## src/aoft_defs.svh

```systemverilog
// Register indices, field positions, reset values and fixed words
`ifndef AOFT_DEFS_SVH
`define AOFT_DEFS_SVH
`define AOFT_IDX_PAT_LO 8'h10
`define AOFT_IDX_PAT_HI 8'h12
`define AOFT_IDX_GAIN 8'h15
`define AOFT_IDX_CTRL 8'h16
`define AOFT_IDX_CTRL_RB 8'h17
`define AOFT_IDX_STATUS 8'h1f
`define AOFT_CTRL_RST 8'h00
`define AOFT_GAIN_RST 8'h00
`define AOFT_PAT_RST 8'h00
`define AOFT_EQ_BIT 4
`define AOFT_FMT_BIT 3
`define AOFT_MSB_BIT 2
`define AOFT_MANUAL_BIT 6
`define AOFT_IOR_BIT 7
`define AOFT_ADC_COARSE 3'h7
`define AOFT_ADC_FINE 3'h6
`define AOFT_IOR_COARSE 3'h1
`define AOFT_IOR_FINE 3'h7
`define AOFT_UNITY 11'h400
`define AOFT_IOR_FACTOR 11'h562
`define AOFT_GAIN_SHIFT 10
`define AOFT_TRAIN1 12'h03f
`define AOFT_TRAIN2 12'haaa
`define AOFT_LAST_BIT 4'hb
`define AOFT_HALF_WORD 4'h6
`define AOFT_RESP_OKAY 2'h0
`define AOFT_RESP_SLVERR 2'h2
`endif

```

## src/aoft_pkg.sv

```systemverilog
// Types shared by the output format and training block
package aoft_pkg;
  typedef enum logic [1:0] {
    AOFT_TS_DATA = 2'h0,
    AOFT_TS_STEP = 2'h1,
    AOFT_TS_ALT = 2'h2,
    AOFT_TS_CUSTOM = 2'h3
  } aoft_tsel_t;
  typedef enum logic [1:0] {
    AOFT_WR_IDLE = 2'h0,
    AOFT_WR_ADDR = 2'h1,
    AOFT_WR_RESP = 2'h3,
    AOFT_WR_DATA = 2'h2
  } aoft_wr_state_t;
  typedef enum logic {
    AOFT_RD_IDLE = 1'b0,
    AOFT_RD_DATA = 1'b1
  } aoft_rd_state_t;
endpackage

```

## src/aoft_serializer.sv

```systemverilog
// Word-aligned serializer with training pattern selection
`timescale 1ns/1ps
`include "aoft_defs.svh"
module aoft_serializer (
  // Clock and control
  input wire logic clk_i,
  input wire logic rst_i,
  input wire logic ce_i,
  // Synchronised link clock level and its rising edge
  input wire logic link_lvl_i,
  input wire logic bit_tick_i,
  // Word sources and settings
  input wire logic [11:0] sample_i,
  input wire logic [1:0] tsel_i,
  input wire logic fmt_i,
  input wire logic msb_i,
  input wire logic [11:0] custom_i,
  // Serial outputs
  output logic ser_data_o,
  output logic bit_clk_o,
  output logic word_clk_o,
  output logic [3:0] active_o
);
  logic [3:0] cnt_reg, cnt_next;
  logic [11:0] word_reg, word_next;
  logic [1:0] tsel_act_reg, tsel_act_next;
  logic fmt_act_reg, fmt_act_next, msb_act_reg, msb_act_next;
  logic ser_reg, ser_next, bclk_reg, bclk_next, wclk_reg, wclk_next;
  logic [11:0] sel_word;
  logic load;
  always_comb begin
    case (aoft_pkg::aoft_tsel_t'(tsel_i))
      aoft_pkg::AOFT_TS_DATA: sel_word = fmt_i ? {~sample_i[11], sample_i[10:0]} : sample_i;
      aoft_pkg::AOFT_TS_STEP: sel_word = `AOFT_TRAIN1;
      aoft_pkg::AOFT_TS_ALT: sel_word = `AOFT_TRAIN2;
      aoft_pkg::AOFT_TS_CUSTOM: sel_word = custom_i;
      default: sel_word = sample_i;
    endcase
  end
  assign load = bit_tick_i && (cnt_reg == `AOFT_LAST_BIT);
  always_comb begin
    cnt_next = cnt_reg;
    word_next = word_reg;
    tsel_act_next = tsel_act_reg;
    fmt_act_next = fmt_act_reg;
    msb_act_next = msb_act_reg;
    ser_next = ser_reg;
    bclk_next = link_lvl_i;
    if (load) begin
      // Settings latch only here, so no word mixes old and new
      cnt_next = 4'h0;
      word_next = sel_word;
      tsel_act_next = tsel_i;
      fmt_act_next = fmt_i;
      msb_act_next = msb_i;
      ser_next = msb_i ? sel_word[11] : sel_word[0];
    end else if (bit_tick_i) begin
      cnt_next = cnt_reg + 4'h1;
      ser_next = msb_act_reg ? word_reg[`AOFT_LAST_BIT - cnt_next] : word_reg[cnt_next];
    end
    wclk_next = (cnt_next < `AOFT_HALF_WORD);
  end
  always_ff @(posedge clk_i) begin
    if (rst_i) begin
      cnt_reg <= `AOFT_LAST_BIT;
      word_reg <= 12'h000;
      tsel_act_reg <= 2'h0;
      fmt_act_reg <= 1'b0;
      msb_act_reg <= 1'b0;
      ser_reg <= 1'b0;
      bclk_reg <= 1'b0;
      wclk_reg <= 1'b0;
    end else if (ce_i) begin
      cnt_reg <= cnt_next;
      word_reg <= word_next;
      tsel_act_reg <= tsel_act_next;
      fmt_act_reg <= fmt_act_next;
      msb_act_reg <= msb_act_next;
      ser_reg <= ser_next;
      bclk_reg <= bclk_next;
      wclk_reg <= wclk_next;
    end
  end
  assign ser_data_o = ser_reg;
  assign bit_clk_o = bclk_reg;
  assign word_clk_o = wclk_reg;
  assign active_o = {msb_act_reg, fmt_act_reg, tsel_act_reg};
  property p_bclk_runs;
    @(posedge clk_i) disable iff (rst_i) ce_i && bit_tick_i |=> bit_clk_o;
  endproperty
  a_bclk_runs: assert property (p_bclk_runs) else $error("bit clock stalled");
  property p_cfg_held;
    @(posedge clk_i) disable iff (rst_i) !(ce_i && load) |=> $stable(tsel_act_reg) && $stable(word_reg);
  endproperty
  a_cfg_held: assert property (p_cfg_held) else $error("word changed mid-word");
  property p_train_step;
    @(posedge clk_i) disable iff (rst_i) ce_i && load && tsel_i == 2'h1 |=> word_reg == 12'h03f;
  endproperty
  a_train_step: assert property (p_train_step) else $error("wrong step word");
  property p_train_alt;
    @(posedge clk_i) disable iff (rst_i) ce_i && load && tsel_i == 2'h2 |=> word_reg == 12'haaa;
  endproperty
  a_train_alt: assert property (p_train_alt) else $error("wrong alternating word");
  property p_custom;
    @(posedge clk_i) disable iff (rst_i) ce_i && load && tsel_i == 2'h3 |=> word_reg == $past(custom_i);
  endproperty
  a_custom: assert property (p_custom) else $error("wrong custom word");
  property p_first_bit;
    @(posedge clk_i) disable iff (rst_i) ce_i && load |=> ser_data_o == (msb_act_reg ? word_reg[11] : word_reg[0]);
  endproperty
  a_first_bit: assert property (p_first_bit) else $error("wrong first bit");
  property p_offset_bin;
    @(posedge clk_i) disable iff (rst_i)
      ce_i && load && tsel_i == 2'h0 && fmt_i |=> word_reg[11] != $past(sample_i[11]);
  endproperty
  a_offset_bin: assert property (p_offset_bin) else $error("sign not inverted");
  c_step: cover property (@(posedge clk_i) disable iff (rst_i) ce_i && load && tsel_i == 2'h1);
  c_custom: cover property (@(posedge clk_i) disable iff (rst_i) ce_i && load && tsel_i == 2'h3);
  c_msb: cover property (@(posedge clk_i) disable iff (rst_i) ce_i && load && msb_i && tsel_i == 2'h0);
endmodule

```

## src/aoft_top.sv

```systemverilog
// Output format, digital gain and training pattern block with AXI4-Lite registers
// What this block does
// - Coarse 111 with fine 110 gives 0 dB gain (2.10 Vpp) and is the normal-mode default.
// - In overload recovery mode the default gain is coarse 001, fine 111, giving 2.58 dB (1.56 Vpp).
// - Fine code 011 acts as 2, codes 100 and 101 act as -2; 010=2, 001=1, 000=0, 111=-1, 110=-2.
// - The control register at 16h is write-only and its contents read back at 17h.
// - Control bit 4 turns the equalizer on, shortening group delay.
// - Control bit 3 picks two's complement (0) or offset binary (1).
// - Control bit 2 picks least significant bit first (0) or most significant first (1).
// - Selector 00 sends data, 01 sends 000000111111, 10 sends 101010101010, 11 the custom word.
// - Any training selection sends its 12-bit word every word period instead of data.
// - The custom word comes from the pattern registers at 10h and 12h.
// - Bit clock and word clock run the same whatever the selection.
// - After reset the control register is zero: data, two's complement, LSB first, equalizer off.
//
// The AXI4-Lite register port was chosen for this implementation.
`timescale 1ns/1ps
`include "aoft_defs.svh"
module aoft_top #(
  parameter int ADDR_W = 8
) (
  // Clock, reset, enable
  input wire logic clk_i,
  input wire logic rst_i,
  input wire logic ce_i,
  // AXI4-Lite write
  input wire logic [ADDR_W-1:0] s_axi_awaddr,
  input wire logic s_axi_awvalid,
  output logic s_axi_awready,
  input wire logic [31:0] s_axi_wdata,
  input wire logic [3:0] s_axi_wstrb,
  input wire logic s_axi_wvalid,
  output logic s_axi_wready,
  output logic [1:0] s_axi_bresp,
  output logic s_axi_bvalid,
  input wire logic s_axi_bready,
  // AXI4-Lite read
  input wire logic [ADDR_W-1:0] s_axi_araddr,
  input wire logic s_axi_arvalid,
  output logic s_axi_arready,
  output logic [31:0] s_axi_rdata,
  output logic [1:0] s_axi_rresp,
  output logic s_axi_rvalid,
  input wire logic s_axi_rready,
  // Converter samples, two's complement
  input wire logic [11:0] sample_i,
  input wire logic sample_valid_i,
  // Link clock from outside
  input wire logic link_clk_i,
  // Serial lane
  output logic ser_data_o,
  output logic bit_clk_o,
  output logic word_clk_o
);
  if (ADDR_W < 7) begin : g_chk
    $error("ADDR_W too small for the register map");
  end
  aoft_pkg::aoft_wr_state_t wst_reg, wst_next;
  aoft_pkg::aoft_rd_state_t rst_st_reg, rst_st_next;
  logic [ADDR_W-1:0] awaddr_reg, awaddr_next;
  logic [7:0] wdata_reg, wdata_next;
  logic wstrb_reg, wstrb_next;
  logic awready_reg, awready_next, wready_reg, wready_next, bvalid_reg, bvalid_next;
  logic [1:0] bresp_reg, bresp_next, rresp_reg, rresp_next;
  logic arready_reg, arready_next, rvalid_reg, rvalid_next;
  logic [31:0] rdata_reg, rdata_next;
  logic [7:0] ctrl_reg, ctrl_next, gain_reg, gain_next, pat_lo_reg, pat_lo_next, pat_hi_reg, pat_hi_next;
  logic do_wr, wr_ok;
  logic [ADDR_W-1:0] wr_addr;
  logic [7:0] wr_byte;
  logic wr_en;
  logic [3:0] active;
  function automatic logic [7:0] idx_of(input logic [ADDR_W-1:0] a);
    idx_of = 8'(a[ADDR_W-1:2]);
  endfunction
  // Write channel: address and data may arrive in either order
  always_comb begin
    wst_next = wst_reg;
    awaddr_next = awaddr_reg;
    wdata_next = wdata_reg;
    wstrb_next = wstrb_reg;
    bresp_next = bresp_reg;
    do_wr = 1'b0;
    wr_addr = s_axi_awaddr;
    wr_byte = s_axi_wdata[7:0];
    wr_en = s_axi_wstrb[0];
    // A channel is taken only while its ready stands high
    case (wst_reg)
      aoft_pkg::AOFT_WR_IDLE: begin
        if (s_axi_awvalid && awready_reg && s_axi_wvalid && wready_reg) begin
          do_wr = 1'b1;
        end else if (s_axi_awvalid && awready_reg) begin
          awaddr_next = s_axi_awaddr;
          wst_next = aoft_pkg::AOFT_WR_ADDR;
        end else if (s_axi_wvalid && wready_reg) begin
          wdata_next = s_axi_wdata[7:0];
          wstrb_next = s_axi_wstrb[0];
          wst_next = aoft_pkg::AOFT_WR_DATA;
        end
      end
      aoft_pkg::AOFT_WR_ADDR: begin
        wr_addr = awaddr_reg;
        do_wr = s_axi_wvalid && wready_reg;
      end
      aoft_pkg::AOFT_WR_DATA: begin
        wr_byte = wdata_reg;
        wr_en = wstrb_reg;
        do_wr = s_axi_awvalid && awready_reg;
      end
      aoft_pkg::AOFT_WR_RESP: begin
        if (s_axi_bready) begin
          wst_next = aoft_pkg::AOFT_WR_IDLE;
        end
      end
      default: wst_next = aoft_pkg::AOFT_WR_IDLE;
    endcase
    case (idx_of(wr_addr))
      `AOFT_IDX_PAT_LO, `AOFT_IDX_PAT_HI, `AOFT_IDX_GAIN, `AOFT_IDX_CTRL: wr_ok = 1'b1;
      default: wr_ok = 1'b0;
    endcase
    if (do_wr) begin
      wst_next = aoft_pkg::AOFT_WR_RESP;
      bresp_next = wr_ok ? `AOFT_RESP_OKAY : `AOFT_RESP_SLVERR;
    end
    awready_next = (wst_next == aoft_pkg::AOFT_WR_IDLE) || (wst_next == aoft_pkg::AOFT_WR_DATA);
    wready_next = (wst_next == aoft_pkg::AOFT_WR_IDLE) || (wst_next == aoft_pkg::AOFT_WR_ADDR);
    bvalid_next = (wst_next == aoft_pkg::AOFT_WR_RESP);
  end
  // Register writes; reserved control bits are stored as written
  always_comb begin
    ctrl_next = ctrl_reg;
    gain_next = gain_reg;
    pat_lo_next = pat_lo_reg;
    pat_hi_next = pat_hi_reg;
    if (do_wr && wr_en) begin
      case (idx_of(wr_addr))
        `AOFT_IDX_CTRL: ctrl_next = wr_byte;
        `AOFT_IDX_GAIN: gain_next = wr_byte;
        `AOFT_IDX_PAT_LO: pat_lo_next = wr_byte;
        `AOFT_IDX_PAT_HI: pat_hi_next = {4'h0, wr_byte[3:0]};
        default: ctrl_next = ctrl_reg;
      endcase
    end
  end
  // Read channel; the write-only control address answers with an error
  always_comb begin
    rst_st_next = rst_st_reg;
    rdata_next = rdata_reg;
    rresp_next = rresp_reg;
    case (rst_st_reg)
      aoft_pkg::AOFT_RD_IDLE: begin
        if (s_axi_arvalid && arready_reg) begin
          rst_st_next = aoft_pkg::AOFT_RD_DATA;
          rresp_next = `AOFT_RESP_OKAY;
          case (idx_of(s_axi_araddr))
            `AOFT_IDX_PAT_LO: rdata_next = {24'h000000, pat_lo_reg};
            `AOFT_IDX_PAT_HI: rdata_next = {24'h000000, pat_hi_reg};
            `AOFT_IDX_GAIN: rdata_next = {24'h000000, gain_reg};
            `AOFT_IDX_CTRL_RB: rdata_next = {24'h000000, ctrl_reg};
            `AOFT_IDX_STATUS: rdata_next = {27'h0000000, ctrl_reg[`AOFT_EQ_BIT], active};
            default: begin
              rdata_next = 32'h00000000;
              rresp_next = `AOFT_RESP_SLVERR;
            end
          endcase
        end
      end
      aoft_pkg::AOFT_RD_DATA: begin
        if (s_axi_rready) begin
          rst_st_next = aoft_pkg::AOFT_RD_IDLE;
        end
      end
      default: rst_st_next = aoft_pkg::AOFT_RD_IDLE;
    endcase
    arready_next = (rst_st_next == aoft_pkg::AOFT_RD_IDLE);
    rvalid_next = (rst_st_next == aoft_pkg::AOFT_RD_DATA);
  end
  always_ff @(posedge clk_i) begin
    if (rst_i) begin
      wst_reg <= aoft_pkg::AOFT_WR_IDLE;
      rst_st_reg <= aoft_pkg::AOFT_RD_IDLE;
      awaddr_reg <= '0;
      wdata_reg <= 8'h00;
      wstrb_reg <= 1'b0;
      awready_reg <= 1'b0;
      wready_reg <= 1'b0;
      bvalid_reg <= 1'b0;
      bresp_reg <= `AOFT_RESP_OKAY;
      arready_reg <= 1'b0;
      rvalid_reg <= 1'b0;
      rresp_reg <= `AOFT_RESP_OKAY;
      rdata_reg <= 32'h00000000;
      ctrl_reg <= `AOFT_CTRL_RST;
      gain_reg <= `AOFT_GAIN_RST;
      pat_lo_reg <= `AOFT_PAT_RST;
      pat_hi_reg <= `AOFT_PAT_RST;
    end else if (ce_i) begin
      wst_reg <= wst_next;
      rst_st_reg <= rst_st_next;
      awaddr_reg <= awaddr_next;
      wdata_reg <= wdata_next;
      wstrb_reg <= wstrb_next;
      awready_reg <= awready_next;
      wready_reg <= wready_next;
      bvalid_reg <= bvalid_next;
      bresp_reg <= bresp_next;
      arready_reg <= arready_next;
      rvalid_reg <= rvalid_next;
      rresp_reg <= rresp_next;
      rdata_reg <= rdata_next;
      ctrl_reg <= ctrl_next;
      gain_reg <= gain_next;
      pat_lo_reg <= pat_lo_next;
      pat_hi_reg <= pat_hi_next;
    end
  end
  assign s_axi_awready = awready_reg;
  assign s_axi_wready = wready_reg;
  assign s_axi_bvalid = bvalid_reg;
  assign s_axi_bresp = bresp_reg;
  assign s_axi_arready = arready_reg;
  assign s_axi_rvalid = rvalid_reg;
  assign s_axi_rresp = rresp_reg;
  assign s_axi_rdata = rdata_reg;
  // Code to step offset 0..4; unused codes fold onto the nearest end
  function automatic logic [2:0] code_step(input logic [2:0] c);
    case (c)
      3'h2, 3'h3: code_step = 3'h4;
      3'h1: code_step = 3'h3;
      3'h0: code_step = 3'h2;
      3'h7: code_step = 3'h1;
      default: code_step = 3'h0;
    endcase
  endfunction
  // Q10 gain factor, one step per table row, 2.10 Vpp is unity
  function automatic logic [10:0] gain_lut(input logic [4:0] i);
    case (i)
      5'h00: gain_lut = 11'h363;
      5'h01: gain_lut = 11'h388;
      5'h02: gain_lut = 11'h3af;
      5'h03: gain_lut = 11'h3da;
      5'h04: gain_lut = 11'h400;
      5'h05: gain_lut = 11'h429;
      5'h06: gain_lut = 11'h44f;
      5'h07: gain_lut = 11'h478;
      5'h08: gain_lut = 11'h49e;
      5'h09: gain_lut = 11'h4c6;
      5'h0a: gain_lut = 11'h4ea;
      5'h0b: gain_lut = 11'h517;
      5'h0c: gain_lut = 11'h538;
      5'h0d: gain_lut = 11'h562;
      5'h0e: gain_lut = 11'h587;
      5'h0f: gain_lut = 11'h5ad;
      5'h10: gain_lut = 11'h5d5;
      5'h11: gain_lut = 11'h600;
      5'h12: gain_lut = 11'h622;
      5'h13: gain_lut = 11'h651;
      default: gain_lut = 11'h676;
    endcase
  endfunction
  logic overload_recovery_mode, manual;
  logic [2:0] coarse, fine;
  logic [10:0] factor_reg, factor_next;
  logic [11:0] d1_reg, d1_next, d2_reg, d2_next, gained_reg, gained_next, src;
  logic signed [23:0] prod;
  logic signed [13:0] scaled;
  assign overload_recovery_mode = gain_reg[`AOFT_IOR_BIT];
  assign manual = gain_reg[`AOFT_MANUAL_BIT];
  always_comb begin
    if (manual) begin
      coarse = gain_reg[5:3];
      fine = gain_reg[2:0];
    end else if (overload_recovery_mode) begin
      coarse = `AOFT_IOR_COARSE;
      fine = `AOFT_IOR_FINE;
    end else begin
      coarse = `AOFT_ADC_COARSE;
      fine = `AOFT_ADC_FINE;
    end
    factor_next = gain_lut(5'({code_step(coarse), 2'h0}) + 5'(code_step(fine)));
    d1_next = d1_reg;
    d2_next = d2_reg;
    gained_next = gained_reg;
    // Equalizer off costs one extra sample of delay
    src = ctrl_reg[`AOFT_EQ_BIT] ? d1_reg : d2_reg;
    prod = $signed(src) * $signed({1'b0, factor_reg});
    scaled = 14'(prod >>> `AOFT_GAIN_SHIFT);
    if (sample_valid_i) begin
      d1_next = sample_i;
      d2_next = d1_reg;
      if (scaled > 14'sh07ff) begin
        gained_next = 12'h7ff;
      end else if (scaled < -14'sh0800) begin
        gained_next = 12'h800;
      end else begin
        gained_next = scaled[11:0];
      end
    end
  end
  always_ff @(posedge clk_i) begin
    if (rst_i) begin
      factor_reg <= `AOFT_UNITY;
      d1_reg <= 12'h000;
      d2_reg <= 12'h000;
      gained_reg <= 12'h000;
    end else if (ce_i) begin
      factor_reg <= factor_next;
      d1_reg <= d1_next;
      d2_reg <= d2_next;
      gained_reg <= gained_next;
    end
  end
  // Link clock synchroniser; stage one feeds stage two only
  logic lk1_reg, lk2_reg, lk3_reg, bit_tick;
  always_ff @(posedge clk_i) begin
    if (rst_i) begin
      lk1_reg <= 1'b0;
      lk2_reg <= 1'b0;
      lk3_reg <= 1'b0;
    end else if (ce_i) begin
      lk1_reg <= link_clk_i;
      lk2_reg <= lk1_reg;
      lk3_reg <= lk2_reg;
    end
  end
  assign bit_tick = lk2_reg && !lk3_reg;
  aoft_serializer u_ser (
    .clk_i(clk_i),
    .rst_i(rst_i),
    .ce_i(ce_i),
    .link_lvl_i(lk2_reg),
    .bit_tick_i(bit_tick),
    .sample_i(gained_reg),
    .tsel_i(ctrl_reg[1:0]),
    .fmt_i(ctrl_reg[`AOFT_FMT_BIT]),
    .msb_i(ctrl_reg[`AOFT_MSB_BIT]),
    .custom_i({pat_hi_reg[3:0], pat_lo_reg}),
    .ser_data_o(ser_data_o),
    .bit_clk_o(bit_clk_o),
    .word_clk_o(word_clk_o),
    .active_o(active)
  );
  property p_adc_default;
    @(posedge clk_i) disable iff (rst_i) ce_i && !manual && !overload_recovery_mode |=> factor_reg == 11'h400;
  endproperty
  a_adc_default: assert property (p_adc_default) else $error("normal default gain not unity");
  property p_ior_default;
    @(posedge clk_i) disable iff (rst_i) ce_i && !manual && overload_recovery_mode |=> factor_reg == 11'h562;
  endproperty
  a_ior_default: assert property (p_ior_default) else $error("overload default gain wrong");
  property p_fine_fold;
    @(posedge clk_i) disable iff (rst_i)
      ce_i && manual && coarse == 3'h7 && fine == 3'h3 |=> factor_reg == 11'h49e;
  endproperty
  a_fine_fold: assert property (p_fine_fold) else $error("unused fine code not folded");
  property p_readback;
    @(posedge clk_i) disable iff (rst_i)
      ce_i && s_axi_arvalid && arready_reg && idx_of(s_axi_araddr) == 8'h17
      |=> s_axi_rvalid && s_axi_rdata == {24'h000000, $past(ctrl_reg)};
  endproperty
  a_readback: assert property (p_readback) else $error("control readback wrong");
  property p_reset_zero;
    @(posedge clk_i) disable iff (rst_i) $fell(rst_i) |-> ctrl_reg == 8'h00 && factor_reg == 11'h400;
  endproperty
  a_reset_zero: assert property (p_reset_zero) else $error("control not zero after reset");
  c_ior: cover property (@(posedge clk_i) disable iff (rst_i) overload_recovery_mode && !manual);
  c_wo_read: cover property (@(posedge clk_i) disable iff (rst_i) s_axi_rvalid && s_axi_rresp == 2'h2);
endmodule

```

## config.mk

```make
export PLATFORM = sky130hd
export DESIGN_NAME = aoft_top
export DESIGN_NICKNAME = d
export VERILOG_FILES = /design/src/aoft_pkg.sv /design/src/aoft_serializer.sv /design/src/aoft_top.sv
export VERILOG_INCLUDE_DIRS = /design/src
export SDC_FILE = /design/constraint.sdc
export NUM_CORES = 1
export LEC_CHECK = 0
export BUFFER_PORTS_ARGS = -buffer_cell sky130_fd_sc_hd__buf_2
export CAP_MARGIN = 20
export CORE_MARGIN = 5
export CORE_UTILIZATION = 39
export CTS_CLUSTER_DIAMETER = 50
export CTS_CLUSTER_SIZE = 24
export DETAILED_ROUTE_END_ITERATION = 6
export HOLD_SLACK_MARGIN = 0.12
export PLACE_DENSITY = 0.54
export SYNTH_ARGS = -nofsm -noshare
export SYNTH_HDL_FRONTEND = slang
export SYNTH_HIERARCHICAL = 1
export SYNTH_SLANG_ARGS = --single-unit
```

## constraint.sdc

```tcl
create_clock -name clk_i -period 6.9 [get_ports clk_i]
set_input_delay 0 -clock clk_i [delete_from_list [all_inputs] [get_ports clk_i]]
set_output_delay 0 -clock clk_i [all_outputs]
set_load 0.05 [all_outputs]
```

==> flow_metrics.py <==
metrics = {
    "cells_and_area": {
        "layout.cells.non_filler": 1856,
        "fillCellCount": 2972,
        "synthToLayoutAreaGrowth_pct": 12.5,
        "mostFrequentLayoutCells": "nand2_1 (218), inv_1 (186), dfxtp_1 (133)",
        "nNetsFinal": 1712,
        "post_route_cells_drive_above_1_share": 0.105,
        "mostFrequentLayoutCell": "nand2_1",
    },
    "placed_design": {
        "gp_congestion": 0.872,
        "number_of_instances_in_the_placed_design": 1787,
        "dpl.hpwl_um": 22200,
        "placement.io_buffers": 60,
        "pre_cts_ws_ns": 0.403,
    },
    "clocking": {
        "cts_setup_buffers": 0,
        "worst_skew_pair.late_latency_ns": 0.42,
        "cts_made_buffers": 17,
        "cts_root_buf": "clkbuf_16",
        "tritoncts_clock_tree": "done",
        "clock_transition_time_at_the_flip_flop_clock_pins_of_the_worst_setup_and_hold_paths_ns": 0.06,
        "clock_sinks": 133,
        "cts.htree.levels": 4,
        "clockBufferDepth": 2,
    },
    "yosys": {
        "ys_warnings": 6,
        "post_synth_inst_count": 1396,
        "syn_avg_cell_area_sq_um": 8.41,
        "synth_cell_type_count": 68,
        "postSynth.topFlopCell": "dfxtp_1",
        "async_reset_ff_frac": 0,
        "synth_enable_flop_cells": 0,
        "register_bit_total_from_synthesis": 133,
        "synthesis.area_sq_mm": 0.0117,
        "synth_seq_area_share": 0.227,
    },
    "setup_path": {
        "maximum_fanout_along_the_worst_path": 11,
        "critical_path_class": "flop to flop",
        "reg2reg_slack_ns": 0.60,
        "worst-endpoint-required_ns": 7.23,
        "timing.critical_path.to_type": "flop",
        "startpoint_type": "flop",
        "critical_path_arrival_ns": 6.63,
    },
    "sta": {
        "max_clock_freq_mhz": 159,
        "finalSetupViolCount": 0,
        "final.hold.worst_slack_ns": 0.153,
        "final-max-slew-violation-count": 0,
        "final_hold_viol_count": 0,
        "timing.final.ws_setup_ns": 0.597,
        "max_slew_margin": 0.275,
        "final.setup.tns_ns": 0,
        "setup_skew_ns": 0.00960,
        "post_route_minimum_period_ns": 6.30,
        "grt_setup_unrepaired": "no",
        "post-route-period-util": 0.913,
        "timing_worst_slew_pin_value_ns": 1.08,
    },
    "floorplan": {
        "core_area_sq_mm": 0.0297,
        "floorplan.rows": 63,
        "initial_core_util": 0.395,
        "vertical_die_dimension_um": 184,
        "dieArea_sq_mm": 0.0337,
        "design.portCount": 118,
        "die_width_um": 184,
    },
    "power_and_ir_drop": {
        "cellLeakagePower_nw": 5.91,
        "p_total_w": 0.00193,
        "peakVddDrop_mv": 0.132,
        "power.density_cell_area_mw_per_mm2": 146,
    },
    "routing": {
        "vias": 9337,
        "detail_route.vias_per_cell": 5.03,
        "ant_nets": 0,
        "drt_drc_violations_left": 0,
        "dr.pass1.iters": 5,
        "drtIter0Drc": 495,
        "routed_wire_length_per_instance_um": 15.8,
        "detail_route.wirelength_um": 29300,
    },
    "worst_hold_path": {
        "timing.hold.worst.class": "input pin to flop",
    },
    "flow_run": {
        "maxCapViolations": 0,
    },
    "global_routing": {
        "grt.overflow.total": 0,
        "number_of_global_route_vias_before_repair": 9539,
        "groute.usage.overall": 0.180,
        "grt_pass1_wl_um": 49300,
        "antenna_found_initial": 0,
        "grt_max_degree": 75,
    },
    "status": {
        "status": "complete, no violations",
    },
}
-- per-layer routing --
metal,vias to the layer above,track usage,share of wire,wire length (um)
met4,0,0.0346,0.012,350
li1,4591,-,-,-
met5,-,0,0,0
met2,148,0.295,0.47,13600
met3,19,0.0293,0.032,952
met1,4579,0.253,0.49,14400
-- cell usage after synthesis, types with 3 or more instances --
| cell type | count | area [sq um] |
|---|---|---|
| o21ai_0 | 38 | 190 |
| a22oi_1 | 12 | 90.1 |
| nor3_1 | 17 | 85.1 |
| o211ai_1 | 7 | 52.6 |
| buf_4 | 29 | 218 |
| nand2b_1 | 7 | 43.8 |
| a31oi_1 | 10 | 62.6 |
| nor2_1 | 107 | 402 |
| xnor2_1 | 23 | 201 |
| a21oi_1 | 104 | 521 |
| and3_1 | 6 | 37.5 |
| a211o_1 | 3 | 26.3 |
| a221oi_1 | 7 | 61.3 |
| nand2_1 | 218 | 818 |
| clkbuf_1 | 63 | 236 |
| ha_1 | 62 | 776 |
| fa_1 | 124 | 2480 |
| and3b_1 | 3 | 26.3 |
| a211oi_2 | 10 | 125 |
| and2_1 | 47 | 294 |
| mux4_2 | 3 | 67.6 |
| nand3_1 | 9 | 45.0 |
| o221ai_1 | 6 | 52.6 |
| a211oi_1 | 8 | 60.1 |
| a21o_1 | 5 | 37.5 |
| buf_2 | 5 | 25.0 |
| nor2b_1 | 8 | 50.1 |
| mux2i_1 | 43 | 430 |
| mux2_2 | 24 | 270 |
| dfxtp_1 | 133 | 2660 |
| nand4_1 | 3 | 18.8 |
| a311oi_1 | 8 | 70.1 |
| xor2_1 | 8 | 70.1 |
| nor3b_1 | 6 | 45.0 |
| nand3b_1 | 3 | 22.5 |
| inv_1 | 186 | 698 |
-- final timing paths --
path	endpoint	cells after the start	startpoint
max	gained_reg[0]$_SDFFE_PP0P_	20	ctrl_reg[4]$_SDFFE_PP0P_
min reg2reg	d2_reg[3]$_SDFFE_PP0P_	2	d2_reg[3]$_SDFFE_PP0P_
max reg2reg	gained_reg[0]$_SDFFE_PP0P_	20	ctrl_reg[4]$_SDFFE_PP0P_
min	s_axi_wready$_SDFFE_PP0P_	4	ce_i
-- what timing repair did --
item,in CTS,in global routing
endpoints found under the setup margin,0,1
resized for setup,0,1
hold buffers,36,0
hold endpoints to repair,60,0
-- per-stage QoR --
step / utilization / instance area [sq um]
3_5_place_dp: 0.412 / 12200
5_1_grt: 0.444 / 13200
2_1_floorplan: - / 11800
4_1_cts: 0.444 / 13200
3_3_place_gp: 0.412 / 12200
6_report: 0.445 / 13200
-- critical path, cell delays in order (launching register included) --
cell and delay (ns):
dfxtp_1 0.31, buf_4 0.17, mux2_2 0.40, nand2_1 0.19, fa_1 0.59, fa_1 0.62, inv_1 0.10, fa_1 0.48
inv_1 0.05, fa_1 0.47, fa_1 0.49, inv_1 0.04, ha_1 0.40, nand4_1 0.17, nor4_1 0.44, o221ai_1 0.25
o211ai_1 0.22, xor2_1 0.24, a21oi_1 0.10, buf_4 0.24, a211oi_1 0.20
-- power by group --
group,total [W],switching (W),leakage [nW],internal (W)
registers,0.000802,0.0000163,1.08,0.000786
logic,0.000216,0.000144,4.55,0.0000721
clock network,0.000914,0.000374,0.283,0.000540
-- logic make-up (layout without fill, tap and decap cells) --
family | Yosys count | after routing | share of synthesized area
buffers and inverters | 287 | 331 | 0.103
AO/OA/AOI/OAI | 239 | 239 | 0.131
XOR/XNOR | 31 | 31 | 0.0231
adder cells (fa/ha/maj) | 186 | 186 | 0.277
flip-flops | 133 | 133 | 0.227
multiplexers | 72 | 72 | 0.0689
AND/OR/NAND/NOR | 447 | 447 | 0.169
other | 1 | 27 | 0.000319
-- area by class of cell --
type	count	area, sq um	area share
clock inverter	15	169	0.0128
timing repair buffer	112	783	0.0593
clock buffer	17	425	0.0322
inverter	187	702	0.0531
sequential	133	2660	0.202
multi-input combinational	1001	7980	0.604
tap	390	488	0.0369
antenna	1	2.50	0.000189
Note: power is estimated with default switching activity, not from simulation.
